==> src/rsf_pkg.sv <==
package rsf_pkg;

    // ------------------------------------------------------------
    // register numbering
    // ------------------------------------------------------------
    localparam int REG_W = 7;
    localparam int DIRTY_W = 8;
    localparam int SUM_W = 9;
    localparam logic [6:0] STATIC_COUNT = 7'h20;
    localparam logic [6:0] STACK_MAX = 7'h60;
    localparam logic [6:0] PHYS_COUNT = 7'h60;

    // ------------------------------------------------------------
    // reset values
    // ------------------------------------------------------------
    localparam logic [6:0] SOF_RST = 7'h00;
    localparam logic [6:0] SOL_RST = 7'h00;
    localparam logic [6:0] BASE_RST = 7'h00;
    localparam logic [7:0] DIRTY_RST = 8'h00;

    // ------------------------------------------------------------
    // operations and sequencer states
    // ------------------------------------------------------------
    typedef enum logic [2:0] {
        OP_NONE = 3'b000,
        OP_CALL = 3'b001,
        OP_RET = 3'b010,
        OP_ALLOC = 3'b011,
        OP_FLUSH = 3'b100,
        OP_CLRRB = 3'b101
    } op_kind_e;

    typedef enum logic [1:0] {
        ST_RUN = 2'b00,
        ST_FLUSH = 2'b01,
        ST_FILL = 2'b10
    } seq_state_e;

endpackage

==> src/frame_if.sv <==
`timescale 1ns/1ns
interface frame_if;
    logic [6:0] base;
    logic [6:0] sof;
    logic rename_off;
    modport owner (output base, output sof, output rename_off);
    modport user (input base, input sof, input rename_off);
endinterface

==> src/stack_addr_map.sv <==
`timescale 1ns/1ns
module stack_addr_map
    import rsf_pkg::*;
(
    // frame in force
    frame_if.user i_frame,
    // logical register number
    input wire logic [6:0] i_addr,
    // mapped result
    output logic [6:0] o_phys,
    output logic o_stacked,
    output logic o_in_frame
);

    logic [6:0] offs;
    logic [7:0] sum;
    logic [7:0] wrap;

    assign o_stacked = (i_addr >= STATIC_COUNT);
    assign offs = i_addr - STATIC_COUNT;
    assign sum = {1'b0, i_frame.base} + {1'b0, offs};
    assign wrap = sum - {1'b0, PHYS_COUNT};

    always_comb begin
        if (!o_stacked) begin
            o_phys = i_addr;
        end else if (i_frame.rename_off) begin
            o_phys = offs;
        end else if (sum >= {1'b0, PHYS_COUNT}) begin
            o_phys = wrap[6:0];
        end else begin
            o_phys = sum[6:0];
        end
    end

    // out-of-frame reads are still mapped; their data is not guaranteed
    assign o_in_frame = !o_stacked || i_frame.rename_off || (offs < i_frame.sof);
endmodule

==> src/register_stack_frame_renamer.sv <==
`timescale 1ns/1ns
// How it works
// - registers 0 to 31 never renamed
// - stacked frame starts at 32, up to 96
// - legacy instruction set disables stacked renaming
// - spill engine saves, restores stacked registers automatically
// - after call: no locals, caller outputs overlaid
// - output area is frame size minus locals
// - alloc: locals=in+loc, frame=in+loc+out
// - reads beyond frame return any value
// - writes beyond frame blocked, illegal operation fault
// - call copies frame marker into previous marker
// - call advances base to caller's first output
// - call: locals zero, frame equals caller outputs
// - alloc leaves the rename base unchanged
// - alloc never touches register contents
// - return reloads marker and caller mapping
// - marker changes only by call, return, alloc, clear; OP_CLRRB is not decoded here, so clear leaves the marker as it is
// - alloc frame size applies to its whole group
// - flush stalls until older frames spilled
module register_stack_frame_renamer
    import rsf_pkg::*;
(
    // clock and reset
    input wire logic i_ref_clk,
    input wire logic i_sys_rst,
    // instruction issue
    input wire logic i_op_valid,
    input wire op_kind_e i_op_kind,
    input wire logic [6:0] i_alloc_ins,
    input wire logic [6:0] i_alloc_locs,
    input wire logic [6:0] i_alloc_outs,
    input wire logic i_legacy_mode,
    output logic o_op_ready,
    output logic o_stall,
    // register file read port
    input wire logic i_rd_en,
    input wire logic [6:0] i_rd_addr,
    output logic o_rd_valid,
    output logic [6:0] o_rd_phys,
    output logic o_rd_stacked,
    // register file write port
    input wire logic i_wr_en,
    input wire logic [6:0] i_wr_addr,
    output logic o_wr_en,
    output logic [6:0] o_wr_phys,
    output logic o_wr_stacked,
    output logic o_illegal_op_fault,
    // previous frame marker of the previous function state
    input wire logic i_pfm_load,
    input wire logic [6:0] i_pfm_sof,
    input wire logic [6:0] i_pfm_sol,
    output logic [6:0] o_pfm_sof,
    output logic [6:0] o_pfm_sol,
    // stack spill engine
    output logic o_spill_req,
    input wire logic i_spill_ack,
    output logic o_fill_req,
    input wire logic i_fill_ack,
    output logic [7:0] o_dirty_count
);

    // ------------------------------------------------------------
    // state
    // ------------------------------------------------------------
    logic [6:0] sof_r;
    logic [6:0] sol_r;
    logic [6:0] base_r;
    logic [7:0] dirty_r;
    logic [7:0] dirty_nxt;
    logic [6:0] fill_r;
    logic [6:0] fill_nxt;
    seq_state_e state_r;
    seq_state_e state_nxt;

    frame_if frame ();

    // ------------------------------------------------------------
    // operation decode
    // ------------------------------------------------------------
    logic take;
    logic do_call;
    logic do_ret;
    logic do_alloc;
    logic do_flush;
    logic [8:0] alloc_sol;
    logic [8:0] alloc_sof;
    logic alloc_ok;
    logic alloc_now;
    logic [6:0] out_area;
    logic [7:0] base_call_sum;
    logic [6:0] base_call;
    logic [7:0] base_ret_diff;
    logic [6:0] base_ret;
    logic [6:0] eff_sof;

    // only the sequencer stalls issue; group placement is the issuer's job
    assign o_op_ready = (state_r == ST_RUN);
    assign o_stall = !o_op_ready;
    assign take = i_op_valid && o_op_ready;
    // legacy code has no register stack, so frame ops are ignored there
    assign do_call = take && (i_op_kind == OP_CALL) && !i_legacy_mode;
    assign do_ret = take && (i_op_kind == OP_RET) && !i_legacy_mode;
    assign do_alloc = take && (i_op_kind == OP_ALLOC) && !i_legacy_mode;
    assign do_flush = take && (i_op_kind == OP_FLUSH);

    assign alloc_sol = {2'b00, i_alloc_ins} + {2'b00, i_alloc_locs};
    assign alloc_sof = alloc_sol + {2'b00, i_alloc_outs};
    assign alloc_ok = (alloc_sof <= {2'b00, STACK_MAX}) && (alloc_sol <= alloc_sof);
    assign alloc_now = do_alloc && alloc_ok;

    assign out_area = sof_r - sol_r;
    assign base_call_sum = {1'b0, base_r} + {1'b0, sol_r};
    assign base_call = (base_call_sum >= {1'b0, PHYS_COUNT}) ?
        7'(base_call_sum - {1'b0, PHYS_COUNT}) : base_call_sum[6:0];
    assign base_ret_diff = {1'b0, base_r} - {1'b0, o_pfm_sol};
    assign base_ret = (base_r < o_pfm_sol) ?
        7'(base_ret_diff + {1'b0, PHYS_COUNT}) : base_ret_diff[6:0];

    // an alloc resizes the frame for its own group from its own cycle
    assign eff_sof = alloc_now ? alloc_sof[6:0] : sof_r;

    assign frame.base = base_r;
    assign frame.sof = eff_sof;
    assign frame.rename_off = i_legacy_mode;

    // ------------------------------------------------------------
    // current frame marker
    // ------------------------------------------------------------
    // the marker has no software port; only these operations move it
    always_ff @(posedge i_ref_clk or posedge i_sys_rst) begin
        if (i_sys_rst) begin
            sof_r <= SOF_RST;
            sol_r <= SOL_RST;
        end else if (do_call) begin
            sof_r <= out_area;
            sol_r <= 7'h00;
        end else if (do_ret) begin
            sof_r <= o_pfm_sof;
            sol_r <= o_pfm_sol;
        end else if (alloc_now) begin
            sof_r <= alloc_sof[6:0];
            sol_r <= alloc_sol[6:0];
        end
    end

    always_ff @(posedge i_ref_clk or posedge i_sys_rst) begin
        if (i_sys_rst) begin
            base_r <= BASE_RST;
        end else if (do_call) begin
            base_r <= base_call;
        end else if (do_ret) begin
            base_r <= base_ret;
        end
        // alloc and rotating clear leave the base alone
    end

    // ------------------------------------------------------------
    // previous frame marker
    // ------------------------------------------------------------
    // a call wins over a software reload in the same cycle
    always_ff @(posedge i_ref_clk or posedge i_sys_rst) begin
        if (i_sys_rst) begin
            o_pfm_sof <= SOF_RST;
            o_pfm_sol <= SOL_RST;
        end else if (do_call) begin
            o_pfm_sof <= sof_r;
            o_pfm_sol <= sol_r;
        end else if (i_pfm_load) begin
            o_pfm_sof <= i_pfm_sof;
            o_pfm_sol <= i_pfm_sol;
        end
    end

    // ------------------------------------------------------------
    // spill and fill bookkeeping
    // ------------------------------------------------------------
    // dirty_r counts physical registers still held by older frames
    always_comb begin
        dirty_nxt = dirty_r;
        fill_nxt = fill_r;
        state_nxt = state_r;
        case (state_r)
            ST_RUN: begin
                if (do_call) begin
                    dirty_nxt = dirty_r + {1'b0, sol_r};
                end else if (do_ret && (dirty_r < {1'b0, o_pfm_sol})) begin
                    fill_nxt = 7'(({1'b0, o_pfm_sol}) - dirty_r);
                    dirty_nxt = DIRTY_RST;
                    state_nxt = ST_FILL;
                end else if (do_ret) begin
                    dirty_nxt = dirty_r - {1'b0, o_pfm_sol};
                end else if (do_flush) begin
                    state_nxt = ST_FLUSH;
                end
                if (i_spill_ack && (dirty_nxt != DIRTY_RST) && !do_ret) begin
                    dirty_nxt = dirty_nxt - 8'h01;
                end
            end
            ST_FLUSH: begin
                if (i_spill_ack && (dirty_r != DIRTY_RST)) begin
                    dirty_nxt = dirty_r - 8'h01;
                end
                if (dirty_r == DIRTY_RST) begin
                    state_nxt = ST_RUN;
                end
            end
            ST_FILL: begin
                if (i_fill_ack) begin
                    fill_nxt = fill_r - 7'h01;
                    if (fill_r == 7'h01) begin
                        state_nxt = ST_RUN;
                    end
                end
            end
            default: begin
                state_nxt = ST_RUN;
            end
        endcase
    end

    always_ff @(posedge i_ref_clk or posedge i_sys_rst) begin
        if (i_sys_rst) begin
            dirty_r <= DIRTY_RST;
            fill_r <= 7'h00;
            state_r <= ST_RUN;
        end else begin
            dirty_r <= dirty_nxt;
            fill_r <= fill_nxt;
            state_r <= state_nxt;
        end
    end

    // spill when the physical file would overflow, or to drain on flush
    assign o_spill_req = (dirty_r != DIRTY_RST) && ((state_r == ST_FLUSH) ||
        (({1'b0, dirty_r} + {2'b00, sof_r}) > {2'b00, PHYS_COUNT}));
    assign o_fill_req = (state_r == ST_FILL);
    assign o_dirty_count = dirty_r;

    // ------------------------------------------------------------
    // address renaming
    // ------------------------------------------------------------
    logic [6:0] rd_map;
    logic rd_stk;
    logic [6:0] wr_map;
    logic wr_stk;
    logic wr_in;

    stack_addr_map u_rd_map (
        .i_frame(frame.user),
        .i_addr(i_rd_addr),
        .o_phys(rd_map),
        .o_stacked(rd_stk),
        .o_in_frame()
    );

    stack_addr_map u_wr_map (
        .i_frame(frame.user),
        .i_addr(i_wr_addr),
        .o_phys(wr_map),
        .o_stacked(wr_stk),
        .o_in_frame(wr_in)
    );

    always_ff @(posedge i_ref_clk or posedge i_sys_rst) begin
        if (i_sys_rst) begin
            o_rd_valid <= 1'b0;
            o_rd_phys <= 7'h00;
            o_rd_stacked <= 1'b0;
        end else begin
            o_rd_valid <= i_rd_en;
            o_rd_phys <= rd_map;
            o_rd_stacked <= rd_stk;
        end
    end

    // alloc raises no write strobe, so register data is left as it was
    always_ff @(posedge i_ref_clk or posedge i_sys_rst) begin
        if (i_sys_rst) begin
            o_wr_en <= 1'b0;
            o_wr_phys <= 7'h00;
            o_wr_stacked <= 1'b0;
            o_illegal_op_fault <= 1'b0;
        end else begin
            o_wr_en <= i_wr_en && wr_in;
            o_wr_phys <= wr_map;
            o_wr_stacked <= wr_stk;
            o_illegal_op_fault <= (i_wr_en && !wr_in) || (do_alloc && !alloc_ok);
        end
    end

    // ------------------------------------------------------------
    // checks
    // ------------------------------------------------------------
    property p_static_identity;
        @(posedge i_ref_clk) disable iff (i_sys_rst)
        (i_rd_en && i_rd_addr < STATIC_COUNT) |=> (o_rd_phys == $past(i_rd_addr)) && !o_rd_stacked;
    endproperty
    a_static_identity: assert property (p_static_identity) else $error("static register renamed");

    property p_first_stacked;
        @(posedge i_ref_clk) disable iff (i_sys_rst)
        (i_rd_en && i_rd_addr == STATIC_COUNT && !i_legacy_mode) |=> o_rd_phys == $past(base_r);
    endproperty
    a_first_stacked: assert property (p_first_stacked) else $error("register 32 not at base");

    property p_legacy_flat;
        @(posedge i_ref_clk) disable iff (i_sys_rst)
        (i_rd_en && i_legacy_mode && rd_stk) |=> o_rd_phys == 7'($past(i_rd_addr) - STATIC_COUNT);
    endproperty
    a_legacy_flat: assert property (p_legacy_flat) else $error("renaming active in legacy mode");

    property p_call_pfm;
        @(posedge i_ref_clk) disable iff (i_sys_rst)
        do_call |=> (o_pfm_sof == $past(sof_r)) && (o_pfm_sol == $past(sol_r));
    endproperty
    a_call_pfm: assert property (p_call_pfm) else $error("marker not saved on call");

    property p_call_frame;
        @(posedge i_ref_clk) disable iff (i_sys_rst)
        do_call |=> (sol_r == 7'h00) && (sof_r == 7'($past(sof_r) - $past(sol_r)));
    endproperty
    a_call_frame: assert property (p_call_frame) else $error("callee frame sized wrongly");

    property p_call_ret_base;
        @(posedge i_ref_clk) disable iff (i_sys_rst)
        do_call ##1 (do_ret && !i_pfm_load) |=> base_r == $past(base_r, 2);
    endproperty
    a_call_ret_base: assert property (p_call_ret_base) else $error("return lost caller base");

    property p_alloc_base;
        @(posedge i_ref_clk) disable iff (i_sys_rst)
        do_alloc |=> $stable(base_r);
    endproperty
    a_alloc_base: assert property (p_alloc_base) else $error("alloc moved the base");

    property p_write_block;
        @(posedge i_ref_clk) disable iff (i_sys_rst)
        (i_wr_en && wr_stk && !i_legacy_mode && 7'(i_wr_addr - STATIC_COUNT) >= eff_sof)
        |=> !o_wr_en && o_illegal_op_fault;
    endproperty
    a_write_block: assert property (p_write_block) else $error("write beyond frame passed");

    property p_bad_alloc;
        @(posedge i_ref_clk) disable iff (i_sys_rst)
        (do_alloc && !alloc_ok) |=> o_illegal_op_fault && $stable(sof_r) && $stable(sol_r);
    endproperty
    a_bad_alloc: assert property (p_bad_alloc) else $error("bad alloc accepted");

    property p_flush_stall;
        @(posedge i_ref_clk) disable iff (i_sys_rst)
        (state_r == ST_FLUSH && dirty_r != DIRTY_RST) |-> o_stall && o_spill_req;
    endproperty
    a_flush_stall: assert property (p_flush_stall) else $error("flush did not stall");

    property p_flush_done;
        @(posedge i_ref_clk) disable iff (i_sys_rst)
        (state_r == ST_FLUSH && dirty_r == DIRTY_RST) |=> o_op_ready;
    endproperty
    a_flush_done: assert property (p_flush_done) else $error("flush stall outlived spill");

endmodule

==> config.mk <==
export PLATFORM = sky130hd
export DESIGN_NAME = register_stack_frame_renamer
export DESIGN_NICKNAME = d
export VERILOG_FILES = /design/src/rsf_pkg.sv /design/src/frame_if.sv /design/src/stack_addr_map.sv /design/src/register_stack_frame_renamer.sv
export SDC_FILE = /design/constraint.sdc
export NUM_CORES = 1
export LEC_CHECK = 0
export ABC_AREA = 1
export BUFFER_PORTS_ARGS = -buffer_cell sky130_fd_sc_hd__buf_2
export CAP_MARGIN = 20
export CORE_MARGIN = 1
export CORE_UTILIZATION = 49
export DETAILED_ROUTE_END_ITERATION = 6
export PLACE_DENSITY = 0.69
export REMOVE_ABC_BUFFERS = 1
export SLEW_MARGIN = 20
export SYNTH_ARGS = -nofsm -noshare
export SYNTH_HDL_FRONTEND = slang
export SYNTH_HIERARCHICAL = 1
export SYNTH_SLANG_ARGS = --single-unit
==> constraint.sdc <==
create_clock -name i_ref_clk -period 3.8 [get_ports i_ref_clk]
set_input_delay 0.38 -clock i_ref_clk [delete_from_list [all_inputs] [get_ports i_ref_clk]]
set_output_delay 0.38 -clock i_ref_clk [all_outputs]
set_load 0.02 [all_outputs]
# ---- Yosys cells after proc, flatten, opt, wreduce, memory -nomap -nowiden
# Cells that the tools add are included.
dict set report classes {
  n_eq_ne 15
  add_sub_neg 20
  reduce_logical 40
  mux 39
  order_cmp 11
}
# op count
set op_table {}
lappend op_table {{two-way mux 7 bit} 23}
lappend op_table {{two-way mux 8 bit} 6}
lappend op_table {{adder 7 x 7 -> 8 bit} 4}
lappend op_table {{greater-or-equal comparator 8 x 7 -> 1 bit (second input constant)} 3}
lappend op_table {{subtractor 7 bit} 3}
lappend op_table {{subtractor 7 bit (second input constant)} 3}
lappend op_table {{adder 8 x 7 -> 9 bit} 2}
lappend op_table {{logical AND 1 bit} 18}
lappend op_table {{one-hot mux 8 bit (2 select lines)} 1}
lappend op_table {{nonzero test 8 bit} 2}
lappend op_table {{subtractor 8 x 1 -> 8 bit (second input constant)} 2}
lappend op_table {{greater-or-equal comparator 7 x 6 -> 1 bit (second input constant)} 2}
lappend op_table {{< comparator 7 bit} 2}
lappend op_table {{two-way mux 2 bit} 7}
lappend op_table {{one-hot mux 7 bit (2 select lines)} 1}
lappend op_table {{subtractor 7 x 6 -> 7 bit (second input constant)} 2}
lappend op_table {{> comparator 9 x 7 -> 1 bit (second input constant)} 1}
lappend op_table {{<= comparator 8 x 9 -> 1 bit} 1}
lappend op_table {{<= comparator 9 x 7 -> 1 bit (second input constant)} 1}
lappend op_table {{adder 8 x 7 -> 8 bit} 1}
lappend op_table {{zero test 8 bit} 1}
lappend op_table {{< comparator 8 x 7 -> 1 bit} 1}
lappend op_table {{nonzero test 2 bit} 4}
lappend op_table {{subtractor 8 x 7 -> 8 bit} 1}
lappend op_table {{other kinds (20)} 33}
dict set report totals {
  out_inout_bits 45
  reg_bits 71
  inputBits 61
}

# ---- Depth between registers and ports, before layout
dict set report logic_depth {
  ltp_word 13
  mapped_depth 32
}

# ---- Cells and area by module
# The synthesis kept the hierarchy.
# mod area_each_um2 cells_each instances seq_area_each_um2
set by_module_without_submodules {}
lappend by_module_without_submodules {register_stack_frame_renamer 6790.3 952 1 1776.7}
lappend by_module_without_submodules {{stack_addr_map at u_wr_map} 710.7 125 1 0.0}
lappend by_module_without_submodules {{stack_addr_map at u_rd_map} 705.7 126 1 0.0}

# ---- Worst setup path after synthesis
# OpenSTA, ideal clock, no wires.
dict set report synth_timing {
  kind {input -> register}
  startpoint {in i_alloc_ins[0]}
  endpoint {reg o_illegal_op_fault}
  t_arrival_ps 4073
  stages 26
  t_required_ps 3673
  path_slack_ps -400
  setup_time_ps 127
  n_path_buf 0
  path_cell_list {ha_1 -> fa_1 -> inv_1 -> fa_1 -> o21ai_2 -> xor2_1 -> inv_1 -> ha_1 -> a21oi_1 -> nand2_1 -> a21oi_1 -> o21bai_1 -> nand2_1 -> nand2_1 -> nand2_1 -> nand2_1 -> nand2_2 -> nand3_4 -> nand2_1 -> nand2_1 -> inv_1 -> ha_1 -> a21oi_1 -> o21ai_0 -> o21ai_0 -> o21ai_0}
}
dict set report synth_between {
  elab_chain_cells 11
  word_cells_on_any_way 14
  cone_classes {add/sub (2); order compare (3); mux (1); reduce/logical (8)}
}
# item line
set synth_lines {}
lappend synth_lines {{start: declaration} register_stack_frame_renamer.sv:30} ;# input wire logic [6:0] i_alloc_ins,
lappend synth_lines {{adder 7 x 7 -> 8 bit *} register_stack_frame_renamer.sv:107} ;# assign alloc_sol = {2'b00, i_alloc_ins} + {2'b00, i_alloc_locs};
lappend synth_lines {{adder 8 x 7 -> 9 bit} register_stack_frame_renamer.sv:108} ;# assign alloc_sof = alloc_sol + {2'b00, i_alloc_outs};
lappend synth_lines {{<= comparator 9 x 7 -> 1 bit or <= comparator 8 x 9 -> 1 bit (tied branches)} register_stack_frame_renamer.sv:109} ;# assign alloc_ok = (alloc_sof <= {2'b00, STACK_MAX}) && (alloc_sol <= alloc_sof);
lappend synth_lines {{logical AND 1 bit} register_stack_frame_renamer.sv:109}
lappend synth_lines {{logical AND 1 bit} register_stack_frame_renamer.sv:110} ;# assign alloc_now = do_alloc && alloc_ok;
lappend synth_lines {{two-way mux 7 bit *} -}
lappend synth_lines {{via eff_sof[4]} register_stack_frame_renamer.sv:95} ;# logic [6:0] eff_sof;
lappend synth_lines {{< comparator 7 bit *} stack_addr_map.sv:37} ;# assign o_in_frame = !o_stacked || i_frame.rename_off || (offs < i_frame.sof);
lappend synth_lines {{logical OR 1 bit *} stack_addr_map.sv:37}
lappend synth_lines {{via wr_in} register_stack_frame_renamer.sv:247} ;# logic wr_in;
lappend synth_lines {{zero test 1 bit *} register_stack_frame_renamer.sv:288} ;# o_illegal_op_fault <= (i_wr_en && !wr_in) || (do_alloc && !alloc_ok);
lappend synth_lines {{logical AND 1 bit *} register_stack_frame_renamer.sv:288}
lappend synth_lines {{logical OR 1 bit *} register_stack_frame_renamer.sv:288}
lappend synth_lines {{end signal: assignment} register_stack_frame_renamer.sv:288}
lappend synth_lines {{end: declaration} register_stack_frame_renamer.sv:48} ;# output logic o_illegal_op_fault,
# The timed path passes the listed nets; every way through them passes the cells marked *.
# A chain may end at the register's enable or synchronous reset.

# ---- Final worst setup path
# Ends and elaborated chain as after synthesis.

==> results.yml <==
cells_and_area:
  final_cell_mix: "nand2_1, inv_1, buf_2"
  final_common_cell: "nand2_1"
  nNetsFinal: 1517
  diodes: 0
  drive_above_1_share_pct: 22.6
  area_delta_synth_final_pct: 22.4
routing:
  drt-initial-drc-count: 527
  drc: 0
  vias: 8298
  via_per_inst: 5.29
  wl_mm: 23.6
  ant_nets: 0
  dr.pass1.iters: 5
  wl_per_cell_microns: 15.0
power_and_ir_drop:
  power.total_w: 0.00763
  seq_power_share_pct: 18.5
  swShare_pct: 51.4
  pwr-share-clk_pct: 11.6
  switching_power_w: 0.00392
  p_leak_nw: 5.36
  p_comb_share_pct: 69.9
  intPower_w: 0.00371
  p_per_area_nw_per_um2: 774
  ir_worst_vdd_v: 0.000334
placement:
  place_congestion: 0.932
  place_hpwl_mm: 18.0
  port_buffers: 105
job:
  maxCapViolCount: 0
worst_hold_path:
  hold_class: "primary input to flop"
worst_setup_path:
  crit_path_frequent_cell: "nand2_1"
  cp-start-kind: "primary input"
  cp_slowest_stage_delay_ns: 0.54
  crit_arrival_ns: 4.33
  critPathMaxFanout: 7
  cpMaxStageDelayCell: "fa_2"
  crit_required_ns: 4.03
  setup.worst_path.end_class: "flop"
  path_class: "primary input to flop"
synthesis:
  synthCells: 1180
  syn_area_sq_um: 8060
  postSynthAreaPerCell_sq_um: 6.83
  ys_warn_count: 6
global_route:
  antenna_found_initial: 0
  first_global_vias: 7407
  grt-ovfl-total: 0
  grt_pass1_wl_mm: 36.7
  grt_max_degree: 46
  grt_usage_pct: 27.9
sta:
  layout_min_cycle_time_ns: 4.10
  max_slew_margin_pct: 25.9
  setup_viol: 2
  final_hold_viol_count: 0
  rsz0062_at_grt: "true"
  skew_ns: 0.0118
  tns_ns: -0.589
  fin_crit_sh_pct: 108
  fmax_mhz: 244
  whs_ns: 0.152
  worst_slew_pin_slew_ns: 1.11
  fin_ws_ns: -0.298
  final_max_slew_viol_count: 0
clock_tree:
  tritoncts.num_buffers: 9
  clock_latency_ns: 0.34
  hold_buffers: 0
  htreeDepth: 3
  cts_tree: "yes"
  cts_max_path_buffers: 2
  cts_root_buf: "clkbuf_16"
  clock_sinks: 71
  cts.clk_slew.worst_paths_ns: 0.06
status:
  violations: "negative setup slack"
  status: "finished with violations"
floorplan:
  die_w_microns: 130
  io_pins: 106
  start_util_pct: 50.5
  coreArea_sq_um: 15900
  die_h_microns: 130
  die_area_sq_um: 17000
  rows: 46
==> what timing repair did <==
action | CTS | global route
pin swaps | 24 | 22
buffers inserted | 14 | 4
cloned | 0 | 1
gates resized for setup | 23 | 29
endpoints found under the setup margin | 2 | 15
==> sequential cells by signal, summed over array words and instances, names as in the netlist <==
| register | cells |
|---|---|
| base_r | 7 |
| fill_r | 7 |
| o_dirty_count | 8 |
| o_illegal_op_fault | 1 |
| o_pfm_sof | 7 |
| o_pfm_sol | 7 |
| o_rd_phys | 7 |
| o_rd_stacked | 1 |
| o_rd_valid | 1 |
| o_wr_en | 1 |
| o_wr_phys | 7 |
| o_wr_stacked | 1 |
| sof_r | 7 |
| sol_r | 7 |
| state_r | 2 |
==> final timing paths <==
check	startpoint	end	slack [ns]	cells after the start
min in group asynchronous	i_sys_rst	o_rd_phys[4]	0.17	2
min reg2reg	fill_r[6]	fill_r[6]	0.56	2
max reg2reg	o_dirty_count[0]	o_dirty_count[1]	0.48	20
max in group asynchronous	i_sys_rst	o_pfm_sol[6]	2.77	3
min	i_rd_en	o_rd_valid	0.15	1
max	i_alloc_ins[0]	o_illegal_op_fault	-0.30	26
==> worst max-delay path, delay by kind of cell <==
family / cells / cell delay [ns]
adder cells (fa/ha/maj): 5 / 1.60
AO/OA/AOI/OAI: 7 / 0.85
AND/OR/NAND/NOR: 8 / 0.79
buffers and inverters: 5 / 0.50
XOR/XNOR: 1 / 0.20
==> layout make-up <==
type / count / area, sq um
flip-flops and latches: 71 / 1780
well taps: 216 / 270
repair buffers: 178 / 1090
fillers: 1435 / 6080
clock inverters: 4 / 53.8
clock buffers: 12 / 256
inverters: 205 / 776
multi-input cells: 884 / 5640
==> power groups by stage <==
stage               clock network (W)  registers, W  logic, W
finish                       0.000885       0.00141   0.00533
global route                 0.000929       0.00144   0.00607
CTS                          0.000899       0.00141   0.00517
detailed placement                  0       0.00141   0.00500
global placement                    0       0.00141   0.00492
floorplan                           0       0.00142   0.00362
==> metrics by stage <==
stage,instance area [sq um],worst slack (ns),util [%],instances
2_1_floorplan,7950,-0.382,-,1159
3_3_place_gp,9160,-0.674,57.4,1535
3_5_place_dp,9160,-0.787,57.4,1535
4_1_cts,9680,-0.0908,60.7,1565
5_1_grt,9860,-0.544,61.9,1570
6_report,9860,-0.298,61.9,1570
==> layer usage <==
metal	wire, microns	vias to the layer above	part of all wire (%)	GRT usage, %
li1	-	4201	-	-
met1	10400	3747	44	36.1
met2	10800	296	46	46.0
met3	1490	54	6.3	4.43
met4	939	0	4.0	12.3
met5	0	-	0	0
Note: power is estimated with default switching activity, not from simulation.
